===== src/core/tsf_pkg.sv =====
// Shared constants and carrier types for the filter and status register bank
package tsf_pkg;
  // Register command codes
  localparam logic [7:0] TSF_CMD_COMMON_STATUS = 8'h02;
  localparam logic [7:0] TSF_CMD_CONFIG = 8'h03;
  localparam logic [7:0] TSF_CMD_CHAN_ENABLE = 8'h05;
  localparam logic [7:0] TSF_CMD_FILTER = 8'h06;
  localparam logic [7:0] TSF_CMD_DIODE_FAULT = 8'h07;
  localparam logic [7:0] TSF_CMD_THRESH1 = 8'h08;
  localparam logic [7:0] TSF_CMD_THRESH2 = 8'h09;
  localparam logic [7:0] TSF_CMD_THRESH3 = 8'h0A;
  localparam logic [7:0] TSF_CMD_ONE_SHOT = 8'h0F;

  // Reset values
  localparam logic [7:0] TSF_FILTER_RST = 8'h0F;
  localparam logic [7:0] TSF_CONFIG_RST = 8'h00;
  localparam logic [7:0] TSF_CHAN_EN_RST = 8'h1F;

  // Field positions
  localparam int TSF_REMOTE2_FILT_LSB = 2;
  localparam int TSF_REMOTE1_FILT_LSB = 0;
  localparam int TSF_STANDBY_BIT = 6;
  localparam int TSF_BUSY_BIT = 7;
  localparam int TSF_NOT_READY_BIT = 6;
  localparam int TSF_R2_OPEN_BIT = 3;
  localparam int TSF_R2_SHORT_BIT = 2;
  localparam int TSF_R1_OPEN_BIT = 1;
  localparam int TSF_R1_SHORT_BIT = 0;
  localparam logic [7:0] TSF_FILTER_MASK = 8'h0F;
  localparam logic [7:0] TSF_CONFIG_MASK = 8'h40;
  localparam logic [7:0] TSF_CHAN_EN_MASK = 8'h07;
  localparam logic [7:0] TSF_THRESH_MASK = 8'h07;

  // Filter encodings
  localparam logic [1:0] TSF_FILT_OFF = 2'h0;
  localparam logic [1:0] TSF_FILT_BASIC = 2'h1;
  localparam logic [1:0] TSF_FILT_RSVD = 2'h2;
  localparam logic [1:0] TSF_FILT_ENH = 2'h3;

  // Fault readout values
  localparam logic [10:0] TSF_UNSIGNED_FAULT = 11'h000;
  localparam logic [10:0] TSF_SIGNED_FAULT = 11'h400;

  // Power-up initialisation time
  localparam int TSF_INIT_MS = 30;
  localparam int TSF_CLK_MHZ = 100;
  localparam int TSF_INIT_CYCLES = TSF_INIT_MS * 1000 * TSF_CLK_MHZ;

  typedef enum logic [1:0] {
    TSF_FILTER_NONE,
    TSF_FILTER_BASIC,
    TSF_FILTER_ENHANCED
  } tsf_filter_mode_t;

  // Diode input condition seen by the analog comparators
  typedef struct packed {
    logic dplus_low;
    logic dplus_high;
  } tsf_diode_sense_t;

  typedef struct packed {
    logic open_fault;
    logic short_fault;
  } tsf_fault_t;

  // Register access strobe with its data
  typedef struct packed {
    logic wr;
    logic rd;
    logic [7:0] cmd;
    logic [7:0] wdata;
  } tsf_reg_req_t;
endpackage


===== src/core/tsf_fault_class.sv =====
// Diode fault classifier with synchronised comparator levels
`timescale 1ns/1ns
module tsf_fault_class
  import tsf_pkg::*;
(
  // Clock and reset
  input wire logic clock,
  input wire logic rst_n,
  // Comparator levels from the analog front end
  input tsf_diode_sense_t sense,
  // Classified fault
  output tsf_fault_t fault
);
  logic [2:0] low_sync_r, low_sync_nxt;
  logic [2:0] high_sync_r, high_sync_nxt;
  tsf_fault_t fault_r, fault_nxt;

  always_comb begin
    low_sync_nxt = {low_sync_r[1:0], sense.dplus_low};
    high_sync_nxt = {high_sync_r[1:0], sense.dplus_high};
    fault_nxt = fault_r;
    // Only levels agreed by two samples count, so a one-cycle comparator glitch cannot toggle it
    if (low_sync_r[2] == low_sync_r[1]) begin
      fault_nxt.short_fault = low_sync_r[2];
    end
    if (high_sync_r[2] == high_sync_r[1]) begin
      fault_nxt.open_fault = high_sync_r[2];
    end
  end

  always_ff @(posedge clock or negedge rst_n) begin
    if (!rst_n) begin
      low_sync_r <= 3'h0;
      high_sync_r <= 3'h0;
      fault_r <= '0;
    end else begin
      low_sync_r <= low_sync_nxt;
      high_sync_r <= high_sync_nxt;
      fault_r <= fault_nxt;
    end
  end

  assign fault = fault_r;
endmodule


===== src/core/tsf_init_timer.sv =====
// Power-up not-ready timer
`timescale 1ns/1ns
module tsf_init_timer
  import tsf_pkg::*;
#(
  parameter int INIT_CYCLES = TSF_INIT_CYCLES
)
(
  // Clock and reset
  input wire logic clock,
  input wire logic rst_n,
  // Status
  output logic not_ready
);
  logic [31:0] count_r, count_nxt;
  logic not_ready_r, not_ready_nxt;

  always_comb begin
    count_nxt = count_r;
    not_ready_nxt = not_ready_r;
    if (not_ready_r) begin
      if (count_r >= 32'(INIT_CYCLES - 1)) begin
        not_ready_nxt = 1'b0;
      end else begin
        count_nxt = count_r + 32'h0000_0001;
      end
    end
  end

  always_ff @(posedge clock or negedge rst_n) begin
    if (!rst_n) begin
      count_r <= 32'h0000_0000;
      not_ready_r <= 1'b1;
    end else begin
      count_r <= count_nxt;
      not_ready_r <= not_ready_nxt;
    end
  end

  assign not_ready = not_ready_r;

  // Once ready the flag never returns without a reset
  chk_ready_stays: assert property (
    @(posedge clock) disable iff (!rst_n)
    !not_ready_r |=> !not_ready_r)
    else $error("not ready set again after init");
endmodule


===== src/core/tsf_regs.sv =====
// Filter select, one-shot, common status and diode fault register bank
// Functional notes
// - Bits 3:2 choose remote 2 filter mode
// - Bits 1:0 choose remote 1 filter mode
// - Reserved bits of these registers read zero
// - One-shot write in standby starts one pass if not busy
// - One-shot data ignored, never stored
// - Common status bit 7 shows busy
// - Common status bit 6 set during init
// - Bits 3:0 OR status registers 4..1
// - Diode fault bits 3,2 remote 2 open/short
// - Diode fault bits 1,0 remote 1 open/short
// - Ground/D- is short; supply/floating is open
// - Faulted channel reads zero or minus 128
// - Config bit 6 selects standby
// - Threshold flags set at limit, hysteresis clear
`timescale 1ns/1ns
module tsf_regs
  import tsf_pkg::*;
#(
  parameter int INIT_CYCLES = TSF_INIT_CYCLES
)
(
  // Clock and reset
  input wire logic clock,
  input wire logic rst_n,
  // Register access from the bus controller
  input tsf_reg_req_t req,
  output logic [7:0] rdata,
  // Conversion sequencer
  input wire logic conv_busy,
  input wire logic conv_done,
  output logic one_shot_start,
  output logic standby_select,
  output logic [2:0] chan_enable,
  // Threshold status registers 2..4 from the comparator logic
  input wire logic [2:0] thresh1_status,
  input wire logic [2:0] thresh2_status,
  input wire logic [2:0] thresh3_status,
  // Diode comparator levels
  input tsf_diode_sense_t remote1_sense,
  input tsf_diode_sense_t remote2_sense,
  // Filter control
  output tsf_filter_mode_t remote1_filter_mode,
  output tsf_filter_mode_t remote2_filter_mode,
  // Fault forcing of the value registers
  output logic remote1_force_fault,
  output logic remote2_force_fault,
  output logic [10:0] fault_unsigned_value,
  output logic [10:0] fault_signed_value
);
  logic [7:0] filter_r, filter_nxt;
  logic [7:0] config_r, config_nxt;
  logic [7:0] chan_en_r, chan_en_nxt;
  logic [7:0] rdata_r, rdata_nxt;
  logic shot_r, shot_nxt;
  logic busy_r, busy_nxt;
  logic not_ready;
  tsf_fault_t r1_fault, r2_fault;
  logic [7:0] diode_status;
  logic [7:0] common_status;
  logic [1:0] remote1_filter_select;
  logic [1:0] remote2_filter_select;
  tsf_filter_mode_t r1_mode_r, r1_mode_nxt;
  tsf_filter_mode_t r2_mode_r, r2_mode_nxt;
  tsf_diode_sense_t chan_sense [2];
  tsf_fault_t chan_fault [2];

  // Index 0 is remote 1, index 1 is remote 2
  assign chan_sense[0] = remote1_sense;
  assign chan_sense[1] = remote2_sense;

  for (genvar ch = 0; ch < 2; ch++) begin : g_fault
    tsf_fault_class u_fault (
      .clock(clock),
      .rst_n(rst_n),
      .sense(chan_sense[ch]),
      .fault(chan_fault[ch])
    );
  end

  assign r1_fault = chan_fault[0];
  assign r2_fault = chan_fault[1];

  tsf_init_timer #(
    .INIT_CYCLES(INIT_CYCLES)
  ) u_init (
    .clock(clock),
    .rst_n(rst_n),
    .not_ready(not_ready)
  );

  assign remote2_filter_select = filter_r[TSF_REMOTE2_FILT_LSB +: 2];
  assign remote1_filter_select = filter_r[TSF_REMOTE1_FILT_LSB +: 2];

  // Reserved code 10 is not expected; treated as off to stay safe
  function automatic tsf_filter_mode_t decode_filter(input logic [1:0] sel);
    tsf_filter_mode_t m;
    case (sel)
      TSF_FILT_BASIC: m = TSF_FILTER_BASIC;
      TSF_FILT_ENH: m = TSF_FILTER_ENHANCED;
      default: m = TSF_FILTER_NONE;
    endcase
    return m;
  endfunction

  assign remote2_filter_mode = r2_mode_r;
  assign remote1_filter_mode = r1_mode_r;

  always_comb begin
    diode_status = 8'h00;
    diode_status[TSF_R2_OPEN_BIT] = r2_fault.open_fault;
    diode_status[TSF_R2_SHORT_BIT] = r2_fault.short_fault;
    diode_status[TSF_R1_OPEN_BIT] = r1_fault.open_fault;
    diode_status[TSF_R1_SHORT_BIT] = r1_fault.short_fault;
  end

  always_comb begin
    common_status = 8'h00;
    common_status[TSF_BUSY_BIT] = busy_r;
    common_status[TSF_NOT_READY_BIT] = not_ready;
    // Threshold flags arrive already hysteresis-qualified
    common_status[3] = |thresh3_status;
    common_status[2] = |thresh2_status;
    common_status[1] = |thresh1_status;
    common_status[0] = |diode_status;
  end

  // Busy set the cycle after a start, cleared on conv_done, else sequencer busy or held in standby
  always_comb begin
    filter_nxt = filter_r;
    config_nxt = config_r;
    chan_en_nxt = chan_en_r;
    shot_nxt = 1'b0;
    busy_nxt = busy_r;
    rdata_nxt = rdata_r;
    if (req.wr) begin
      case (req.cmd)
        TSF_CMD_FILTER: filter_nxt = req.wdata & TSF_FILTER_MASK;
        TSF_CMD_CONFIG: config_nxt = req.wdata & TSF_CONFIG_MASK;
        TSF_CMD_CHAN_ENABLE: chan_en_nxt = req.wdata & TSF_CHAN_EN_MASK;
        TSF_CMD_ONE_SHOT: begin
          // Data byte dropped; only the event matters
          // A start already in flight refuses a second one
          shot_nxt = config_r[TSF_STANDBY_BIT] && !busy_r
            && !shot_r;
        end
        default: begin
          // Read-only and unmapped commands hold state
        end
      endcase
    end
    // Decoded from the next value so modes and register move together
    r2_mode_nxt = decode_filter(filter_nxt[TSF_REMOTE2_FILT_LSB +: 2]);
    r1_mode_nxt = decode_filter(filter_nxt[TSF_REMOTE1_FILT_LSB +: 2]);
    if (shot_r) begin
      busy_nxt = 1'b1;
    end else if (conv_done) begin
      busy_nxt = 1'b0;
    end else begin
      busy_nxt = conv_busy || (busy_r && config_r[TSF_STANDBY_BIT]);
    end
    if (req.rd) begin
      case (req.cmd)
        TSF_CMD_COMMON_STATUS: rdata_nxt = common_status;
        TSF_CMD_CONFIG: rdata_nxt = config_r;
        TSF_CMD_CHAN_ENABLE: rdata_nxt = chan_en_r;
        TSF_CMD_FILTER: rdata_nxt = filter_r;
        TSF_CMD_DIODE_FAULT: rdata_nxt = diode_status;
        TSF_CMD_THRESH1: rdata_nxt = {5'h00, thresh1_status};
        TSF_CMD_THRESH2: rdata_nxt = {5'h00, thresh2_status};
        TSF_CMD_THRESH3: rdata_nxt = {5'h00, thresh3_status};
        default: rdata_nxt = 8'h00;
      endcase
    end
  end

  always_ff @(posedge clock or negedge rst_n) begin
    if (!rst_n) begin
      filter_r <= TSF_FILTER_RST;
      config_r <= TSF_CONFIG_RST;
      chan_en_r <= TSF_CHAN_EN_RST;
      shot_r <= 1'b0;
      busy_r <= 1'b0;
      rdata_r <= 8'h00;
      // Matches the filter reset value of enhanced on both channels
      r2_mode_r <= TSF_FILTER_ENHANCED;
      r1_mode_r <= TSF_FILTER_ENHANCED;
    end else begin
      filter_r <= filter_nxt;
      config_r <= config_nxt;
      chan_en_r <= chan_en_nxt;
      shot_r <= shot_nxt;
      busy_r <= busy_nxt;
      rdata_r <= rdata_nxt;
      r2_mode_r <= r2_mode_nxt;
      r1_mode_r <= r1_mode_nxt;
    end
  end

  assign rdata = rdata_r;
  assign one_shot_start = shot_r;
  assign standby_select = config_r[TSF_STANDBY_BIT];
  assign chan_enable = chan_en_r[2:0];
  assign remote1_force_fault = r1_fault.open_fault | r1_fault.short_fault;
  assign remote2_force_fault = r2_fault.open_fault | r2_fault.short_fault;
  assign fault_unsigned_value = TSF_UNSIGNED_FAULT;
  assign fault_signed_value = TSF_SIGNED_FAULT;

  chk_filter_reserved: assert property (
    @(posedge clock) disable iff (!rst_n)
    (filter_r & ~TSF_FILTER_MASK) == 8'h00)
    else $error("filter reserved bits set");

  chk_oneshot_standby: assert property (
    @(posedge clock) disable iff (!rst_n)
    req.wr && req.cmd == TSF_CMD_ONE_SHOT && config_r[TSF_STANDBY_BIT]
    && !busy_r && !shot_r |=> shot_r ##1 busy_r)
    else $error("one-shot in standby did not start");

  chk_oneshot_active: assert property (
    @(posedge clock) disable iff (!rst_n)
    req.wr && req.cmd == TSF_CMD_ONE_SHOT && !config_r[TSF_STANDBY_BIT]
    |=> !shot_r)
    else $error("one-shot honoured outside standby");

  chk_oneshot_nostore: assert property (
    @(posedge clock) disable iff (!rst_n)
    req.wr && req.cmd == TSF_CMD_ONE_SHOT |=> $stable(filter_r)
    && $stable(config_r) && $stable(chan_en_r))
    else $error("one-shot data stored");

  chk_busy_read: assert property (
    @(posedge clock) disable iff (!rst_n)
    req.rd && req.cmd == TSF_CMD_COMMON_STATUS
    |=> rdata[TSF_BUSY_BIT] == $past(busy_r))
    else $error("busy bit mismatch");

  chk_not_ready_read: assert property (
    @(posedge clock) disable iff (!rst_n)
    req.rd && req.cmd == TSF_CMD_COMMON_STATUS
    |=> rdata[TSF_NOT_READY_BIT] == $past(not_ready))
    else $error("not ready bit mismatch");

  chk_summary_or: assert property (
    @(posedge clock) disable iff (!rst_n)
    req.rd && req.cmd == TSF_CMD_COMMON_STATUS
    |=> rdata[3:0] == {|$past(thresh3_status), |$past(thresh2_status),
    |$past(thresh1_status), |$past(diode_status)})
    else $error("summary flags mismatch");

  chk_r2_filter: assert property (
    @(posedge clock) disable iff (!rst_n)
    remote2_filter_select == TSF_FILT_ENH
    |-> remote2_filter_mode == TSF_FILTER_ENHANCED)
    else $error("remote 2 filter mode wrong");

  chk_r2_filter_off: assert property (
    @(posedge clock) disable iff (!rst_n)
    remote2_filter_select == TSF_FILT_OFF
    |-> remote2_filter_mode == TSF_FILTER_NONE)
    else $error("remote 2 filter not off");

  chk_r1_filter: assert property (
    @(posedge clock) disable iff (!rst_n)
    remote1_filter_select == TSF_FILT_BASIC
    |-> remote1_filter_mode == TSF_FILTER_BASIC)
    else $error("remote 1 filter mode wrong");

  // A config write in the same cycle may legally change standby
  chk_done_clears: assert property (
    @(posedge clock) disable iff (!rst_n)
    conv_done && !shot_r && !(req.wr && req.cmd == TSF_CMD_CONFIG)
    |=> !busy_r && $stable(config_r))
    else $error("busy not cleared after pass");

  chk_shot_pulse: assert property (
    @(posedge clock) disable iff (!rst_n)
    shot_r |=> !shot_r)
    else $error("one-shot start longer than a cycle");

  chk_shot_in_standby: assert property (
    @(posedge clock) disable iff (!rst_n)
    shot_r |-> standby_select && !$past(busy_r))
    else $error("one-shot start outside standby");

  chk_busy_after_shot: assert property (
    @(posedge clock) disable iff (!rst_n)
    shot_r |=> busy_r)
    else $error("busy not raised after start");

  chk_ro_write: assert property (
    @(posedge clock) disable iff (!rst_n)
    req.wr && req.cmd == TSF_CMD_DIODE_FAULT |=> $stable(filter_r)
    && $stable(config_r))
    else $error("read-only write changed state");

  chk_status_ro_write: assert property (
    @(posedge clock) disable iff (!rst_n)
    req.wr && req.cmd == TSF_CMD_COMMON_STATUS |=> $stable(filter_r)
    && $stable(config_r) && $stable(chan_en_r))
    else $error("status write changed state");

  chk_diode_reserved: assert property (
    @(posedge clock) disable iff (!rst_n)
    req.rd && req.cmd == TSF_CMD_DIODE_FAULT |=> rdata[7:4] == 4'h0)
    else $error("diode fault reserved bits set");

  chk_common_reserved: assert property (
    @(posedge clock) disable iff (!rst_n)
    req.rd && req.cmd == TSF_CMD_COMMON_STATUS |=> rdata[5:4] == 2'h0)
    else $error("common status reserved bits set");

  chk_fault_bits: assert property (
    @(posedge clock) disable iff (!rst_n)
    diode_status[TSF_R1_SHORT_BIT] == r1_fault.short_fault
    && diode_status[TSF_R2_OPEN_BIT] == r2_fault.open_fault)
    else $error("diode fault bits mismatch");
endmodule


===== config.mk =====
export PLATFORM = sky130hd
export DESIGN_NAME = tsf_regs
export DESIGN_NICKNAME = d
export VERILOG_FILES = /design/src/core/tsf_pkg.sv /design/src/core/tsf_fault_class.sv /design/src/core/tsf_init_timer.sv /design/src/core/tsf_regs.sv
export SDC_FILE = /design/constraint.sdc
export NUM_CORES = 1
export LEC_CHECK = 0
export ABC_AREA = 1
export BUFFER_PORTS_ARGS = -buffer_cell sky130_fd_sc_hd__buf_4
export CAP_MARGIN = 5
export CORE_UTILIZATION = 40
export DETAILED_ROUTE_END_ITERATION = 7
export PLACE_DENSITY_LB_ADDON = 0.05
export SYNTH_ARGS = -nofsm -noshare
export SYNTH_HDL_FRONTEND = slang
export SYNTH_SLANG_ARGS = --single-unit

===== constraint.sdc =====
create_clock -name clock -period 4.1 [get_ports clock]
set_clock_uncertainty 0.15 [all_clocks]
set_input_delay 1.23 -clock clock [delete_from_list [all_inputs] [get_ports clock]]
set_output_delay 1.23 -clock clock [all_outputs]
set_load 0.01 [all_outputs]

==> impl_metrics.ini, run 1 <==
[min_path]
min_path_type = reg -> reg

[yosys]
synth_edf_count = 0
synth_seq_cells = 71
yosysSeqAreaShare_pct = 48.6
syn_area_um2 = 3680
synth_cell_types = 34
yosys_warnings = 0
synthArstFlopShare_pct = 100
yosys_most_used_dff = dfrtp_1
syn_area_per_cell_um2 = 7.99
synthCells = 461

[grt]
grt_pass1_wl_um = 13400
antenna_found_initial = 0
gr-usage-all-layers_pct = 17.5
first_global_vias = 2821
grt-ovfl-total = 0
grt_max_degree = 72

[setup_path]
start_kind = flip-flop
endpoint_kind = output pin
cp_max_fo = 3
worstPathRequired_ns = 2.72
crit_chain = or2_2 > buf_4
critPathArrivalTime_ns = 1.24
slowest_delay_ns = 0.41
path_class = reg -> out
cpMaxStageDelayCell = dfrtp_1

[placed_design]
gp_congestion = 0.826
io_buffers = 49
dp_hpwl_um = 5450

[floorplan]
io_pins = 76
die-area_um2 = 9600
die_w_um = 98.0
start_util_pct = 41.8
core_region_area_um2 = 8810
die_y_um = 98.0
rows = 34

[clock_network]
clkTransAtPathRegs_ns = 0.08
postCtsSetupBuffers = 0
cts.repair.resized = 0
clkLatencyLatePin_ns = 0.35
htree_levels = 3
cts_buffers = 9
cts_max_path_buffers = 2
holdBufCountCts = 0
cts_tree = yes
clock-sinks = 71
root_buffer = clkbuf_8

[pwr]
pwr-share-comb_pct = 6.5
power_leakage_nw = 2.08
switching_share_pct = 25.4
clockPowerShare_pct = 42.4
p_switching_mw = 0.363
peakVddDrop_uv = 141
power_density_nw_per_um2 = 341
intPower_mw = 1.07
finalPower_mw = 1.43
power.share.sequential_pct = 51.1

[drt]
vias = 2914
vias_per_cell = 4.77
routed_wl_um = 7780
drc_errors = 12
drt.antenna.violating_nets = 0
drt-pass1-iter-count = 8
drt-initial-drc-count = 85
avgRoutedWirePerCell_um = 12.7

[timing]
rsz0062_at_grt = no
layout_min_cycle_time_ns = 2.62
hold_viol_final = 0
final-setup-viol-count = 0
finalCritPeriodShare_pct = 63.9
fmax_mhz = 382
final_max_slew_viol_count = 0
tns_ns = 0
relSlewSlack_pct = 41.2
worst_pin_slew_ns = 0.882

[final_layout]
regArea_um2 = 1790
layout-drive-gt1-share_pct = 17.7
fin_util_pct = 47.7
layout_common_cells = 130 x nand2_1, 60 x dfrtp_1, 54 x nor2_1, 50 x buf_4, 41 x nand3_1
diodes = 0
fillers = 911
syn_to_final_growth_pct = 14.0
finalNetCount = 534
multi_input_area_um2 = 1560
final_common_cell = nand2_1

[run]
maxCapViolCount = 0

[run_status]
failed_checks = DRC
status = finished, violations left
[path summary, 6_finish.rpt]
kind                                                            start                                    endpoint  slack (ns)  cells after the start
max                           g_fault[1].u_fault.fault[1]$_DFFE_PN0N_                         remote2_force_fault        1.48                      2
max in group asynchronous                                       rst_n                     config_r[6]$_DFFE_PN0P_        2.39                      1
min                        g_fault[1].u_fault.low_sync_r[0]$_DFF_PN0_  g_fault[1].u_fault.low_sync_r[1]$_DFF_PN0_        0.20                      0
min in group asynchronous                                       rst_n     g_fault[0].u_fault.fault[1]$_DFFE_PN0N_        0.84                      1
min reg2reg                g_fault[1].u_fault.low_sync_r[0]$_DFF_PN0_  g_fault[1].u_fault.low_sync_r[1]$_DFF_PN0_        0.20                      0
max reg2reg                                u_init.not_ready$_DFF_PN1_              u_init.count_r[20]$_DFFE_PN0P_        1.91                      7
[critical path, delay by kind of cell (launching register included)]
family / cells / cell delay, ns
flops: 1 / 0.41
simple gates: 1 / 0.33
buf+inv: 1 / 0.15
[final cells by class]
cell class / instances / share of cell area, %
sequential: 71 / 42.6
clock buffer: 10 / 3.28
timing repair buffer: 50 / 8.94
inverter: 35 / 3.13
multi-input combinational: 331 / 37.0
clock inverter: 6 / 1.79
tap: 108 / 3.22
[sequential cells by signal (all words and copies together), names as in the netlist]
signal                       cells
u_init.count_r                  32
g_fault.u_fault.low_sync_r       6
config_r                         1
one_shot_start                   1
remote1_filter_mode              2
remote2_filter_mode              2
filter_r                         4
g_fault.u_fault.high_sync_r      6
g_fault.u_fault.fault            4
rdata                            7
chan_en_r                        4
u_init.not_ready                 1
busy_r                           1
[metal layers]
metal  up-vias  GRT usage, %  part of all wire, %
met1      1318          23.5                   48
met4         0          7.34                  1.7
li1       1509             -                    -
met3        12          3.51                  5.6
met2        75          27.8                   45
met5         -             0                    0
[synth_stat cells, types with 3 or more instances]
cell	instances	area share, %
nand2_1	130	13
inv_1	32	3.3
o21ai_0	12	1.6
clkbuf_1	10	1.0
buf_4	27	5.5
nand4_1	30	5.1
nand3_1	41	5.6
maj3_1	4	1.1
xnor2_1	5	1.2
dfrtp_1	60	41
dfstp_2	11	7.8
nor3_1	10	1.4
xor2_1	3	0.71
nor2_1	54	5.5
buf_2	6	0.82
[power groups by stage]
stage / registers (mW) / logic [mW] / clock network, mW
after detailed placement: 0.745 / 0.0947 / 0
after floorplan: 0.744 / 0.0534 / 0
after CTS: 0.732 / 0.0951 / 0.633
final: 0.731 / 0.0937 / 0.607
after global placement: 0.745 / 0.0940 / 0
after global routing: 0.734 / 0.105 / 0.657
[stage by stage]
step                      instance area, µm²  setup slack, ns  hold WS (ns)  std cells
after global placement                  3990             1.35         0.185        595
after floorplan                         3760             1.76         0.181        482
after global routing                    4200             1.44         0.217        611
after detailed placement                3990             1.32         0.185        595
after CTS                               4200             1.47         0.198        611
final                                   4200             1.48         0.200        611
[kinds of logic (layout without fill, tap and decap cells)]
group | Yosys count | count (layout) | synth area share (%)
flops | 71 | 71 | 48.6
other cells | 2 | 23 | 0.204
xor+xnor | 8 | 8 | 1.90
simple gates | 277 | 277 | 33.7
fa+ha+maj | 5 | 5 | 1.43
mux | 2 | 2 | 0.611
compound gates | 16 | 16 | 2.28
buf+inv | 80 | 101 | 11.3
Power figures use the tool's default switching activity.
==> inputs of run 2 (changes only) <==
==> constraint.sdc (replaced) <==
create_clock -name clock -period 2.5 [get_ports clock]
set_clock_uncertainty 0.15 [all_clocks]
set_input_delay 0.75 -clock clock [delete_from_list [all_inputs] [get_ports clock]]
set_output_delay 0.75 -clock clock [all_outputs]
set_load 0.01 [all_outputs]
==> run 2 against run 1 <==
Effect of this change: the run still ends with DRC left; largest cell class unchanged; combinational power is 70% higher; hold slack worse by 0.0012 ns; die area stayed put; critical path type unchanged; power is 54% higher; final cell count is 1.3% higher; final area is 0.98% higher.
==> impl_metrics.ini, run 2 (synthesized netlist as in run 1, its figures left out) <==
[drt]
routed_wl_um = 7720
drc_errors = 13
drt-pass1-iter-count = 6
avgRoutedWirePerCell_um = 12.5
vias_per_cell = 4.70
drt.antenna.violating_nets = 0
drt-initial-drc-count = 112
vias = 2912

[setup_path]
endpoint_kind = output pin
start_kind = flip-flop
cp_max_fo = 3
critPathArrivalTime_ns = 1.25
path_class = reg -> out
worstPathRequired_ns = 1.60

[floorplan]
core_region_area_um2 = 8810
rows = 34
start_util_pct = 41.8
die-area_um2 = 9600
die_y_um = 98.0
io_pins = 76
die_w_um = 98.0

[final_layout]
final_common_cell = nand2_1
largest_register_ffs = 32
layout-drive-gt1-share_pct = 19.0
diodes = 0
syn_to_final_growth_pct = 15.1
regMostFlops = u_init.count_r
fillers = 884
multi_input_area_um2 = 1560
finalNetCount = 542
fin_area_um2 = 4240
regArea_um2 = 1790
layout_common_cells = 130 x nand2_1, 60 x dfrtp_1, 57 x buf_4, 54 x nor2_1, 41 x nand3_1

[pwr]
power_density_nw_per_um2 = 518
peakVddDrop_uv = 203
power_leakage_nw = 2.11

[clock_network]
postCtsSetupBuffers = 0
cts_max_path_buffers = 2
holdBufCountCts = 0
clkTransAtPathRegs_ns = 0.08
clock-sinks = 71
cts_tree = yes
clkLatencyLatePin_ns = 0.34
cts_buffers = 9
cts.repair.resized = 0
root_buffer = clkbuf_8
htree_levels = 3

[grt]
grt_pass1_wl_um = 13000
antenna_found_initial = 0
first_global_vias = 2755
gr-usage-all-layers_pct = 17.0
grt_max_degree = 37
grt-ovfl-total = 0

[timing]
fmax_mhz = 466
finalCritPeriodShare_pct = 85.9
final-setup-viol-count = 0
final_max_slew_viol_count = 0
layout_min_cycle_time_ns = 2.15
tns_ns = 0
hold_viol_final = 0
rsz0062_at_grt = no

[run]
maxCapViolCount = 0

[placed_design]
dp_hpwl_um = 5750
gp_congestion = 0.887
io_buffers = 49
post_dp_cell_area_um2 = 4060

[run_status]
status = finished, violations left
failed_checks = DRC

[min_path]
min_path_type = in -> async
==> run 2: changes by cell type in the layout (fill, tap and decap cells not counted) <==
cell	previous run	this run
buf_4	50	57
clkinv_2	0	2
clkinv_4	0	2
inv_6	3	1
buf_12	0	1
bufinv_16	1	0
inv_8	1	0
==> run 2: worst paths after layout <==
| check | from | end | slack (ns) | cells after the start |
|---|---|---|---|---|
| worst max-delay path | g_fault[1].u_fault.fault[1]$_DFFE_PN0N_ | remote2_force_fault | 0.35 | 2 |
| worst min-delay path | rst_n | g_fault[0].u_fault.fault[1]$_DFFE_PN0N_ | 0.20 | 1 |
| worst max register to register | u_init.count_r[0]$_DFFE_PN0P_ | u_init.count_r[1]$_DFFE_PN0P_ | 0.50 | 11 |
| worst min register to register | g_fault[1].u_fault.high_sync_r[0]$_DFF_PN0_ | g_fault[1].u_fault.high_sync_r[1]$_DFF_PN0_ | 0.20 | 0 |
| max in group asynchronous | rst_n | filter_r[3]$_DFF_PN1_ | 1.44 | 2 |
| min in group clock | g_fault[1].u_fault.high_sync_r[0]$_DFF_PN0_ | g_fault[1].u_fault.high_sync_r[1]$_DFF_PN0_ | 0.20 | 0 |
==> run 2: cell type report <==
type	instances	share of cell area, %
clock buffers	10	3.24
clock inverters	6	1.03
inverters	35	3.10
multi-input cells	331	36.7
flip-flops and latches	71	42.2
well taps	108	3.19
repair buffers	58	10.6
==> run 2: stage by stage <==
step	hold slack, ns	setup slack (ns)	util (%)	power [mW]	cells
5_1_grt	0.211	0.298	48.2	2.31	619
3_5_place_dp	0.186	0.251	46.1	1.38	603
3_3_place_gp	0.183	0.289	46.1	1.38	603
4_1_cts	0.199	0.322	48.2	2.24	619
2_1_floorplan	0.181	0.641	-	1.31	482
6_report	0.199	0.353	48.2	2.20	619
==> run 2: report_power, final <==
| part | total, mW | leakage [nW] | switching, mW | internal, mW |
|---|---|---|---|---|
| clock | 0.839 | 0.0926 | 0.449 | 0.390 |
| combinational | 0.159 | 1.12 | 0.0893 | 0.0696 |
| sequential | 1.20 | 0.905 | 0.0178 | 1.18 |
| total | 2.20 | 2.11 | 0.556 | 1.64 |
==> run 2: worst max-delay path, cell delays in order, from the launching register on <==
cell and delay [ns]:
dfrtp_1 0.43, or2_2 0.33, buf_4 0.15
==> run 2: routing by layer <==
layer	vias to the layer above	wire length, µm	GRT usage [%]
met2	78	3550	27.7
met1	1302	3640	22.4
li1	1528	-	-
met3	4	484	4.80
met4	0	51	4.20
met5	-	0	0
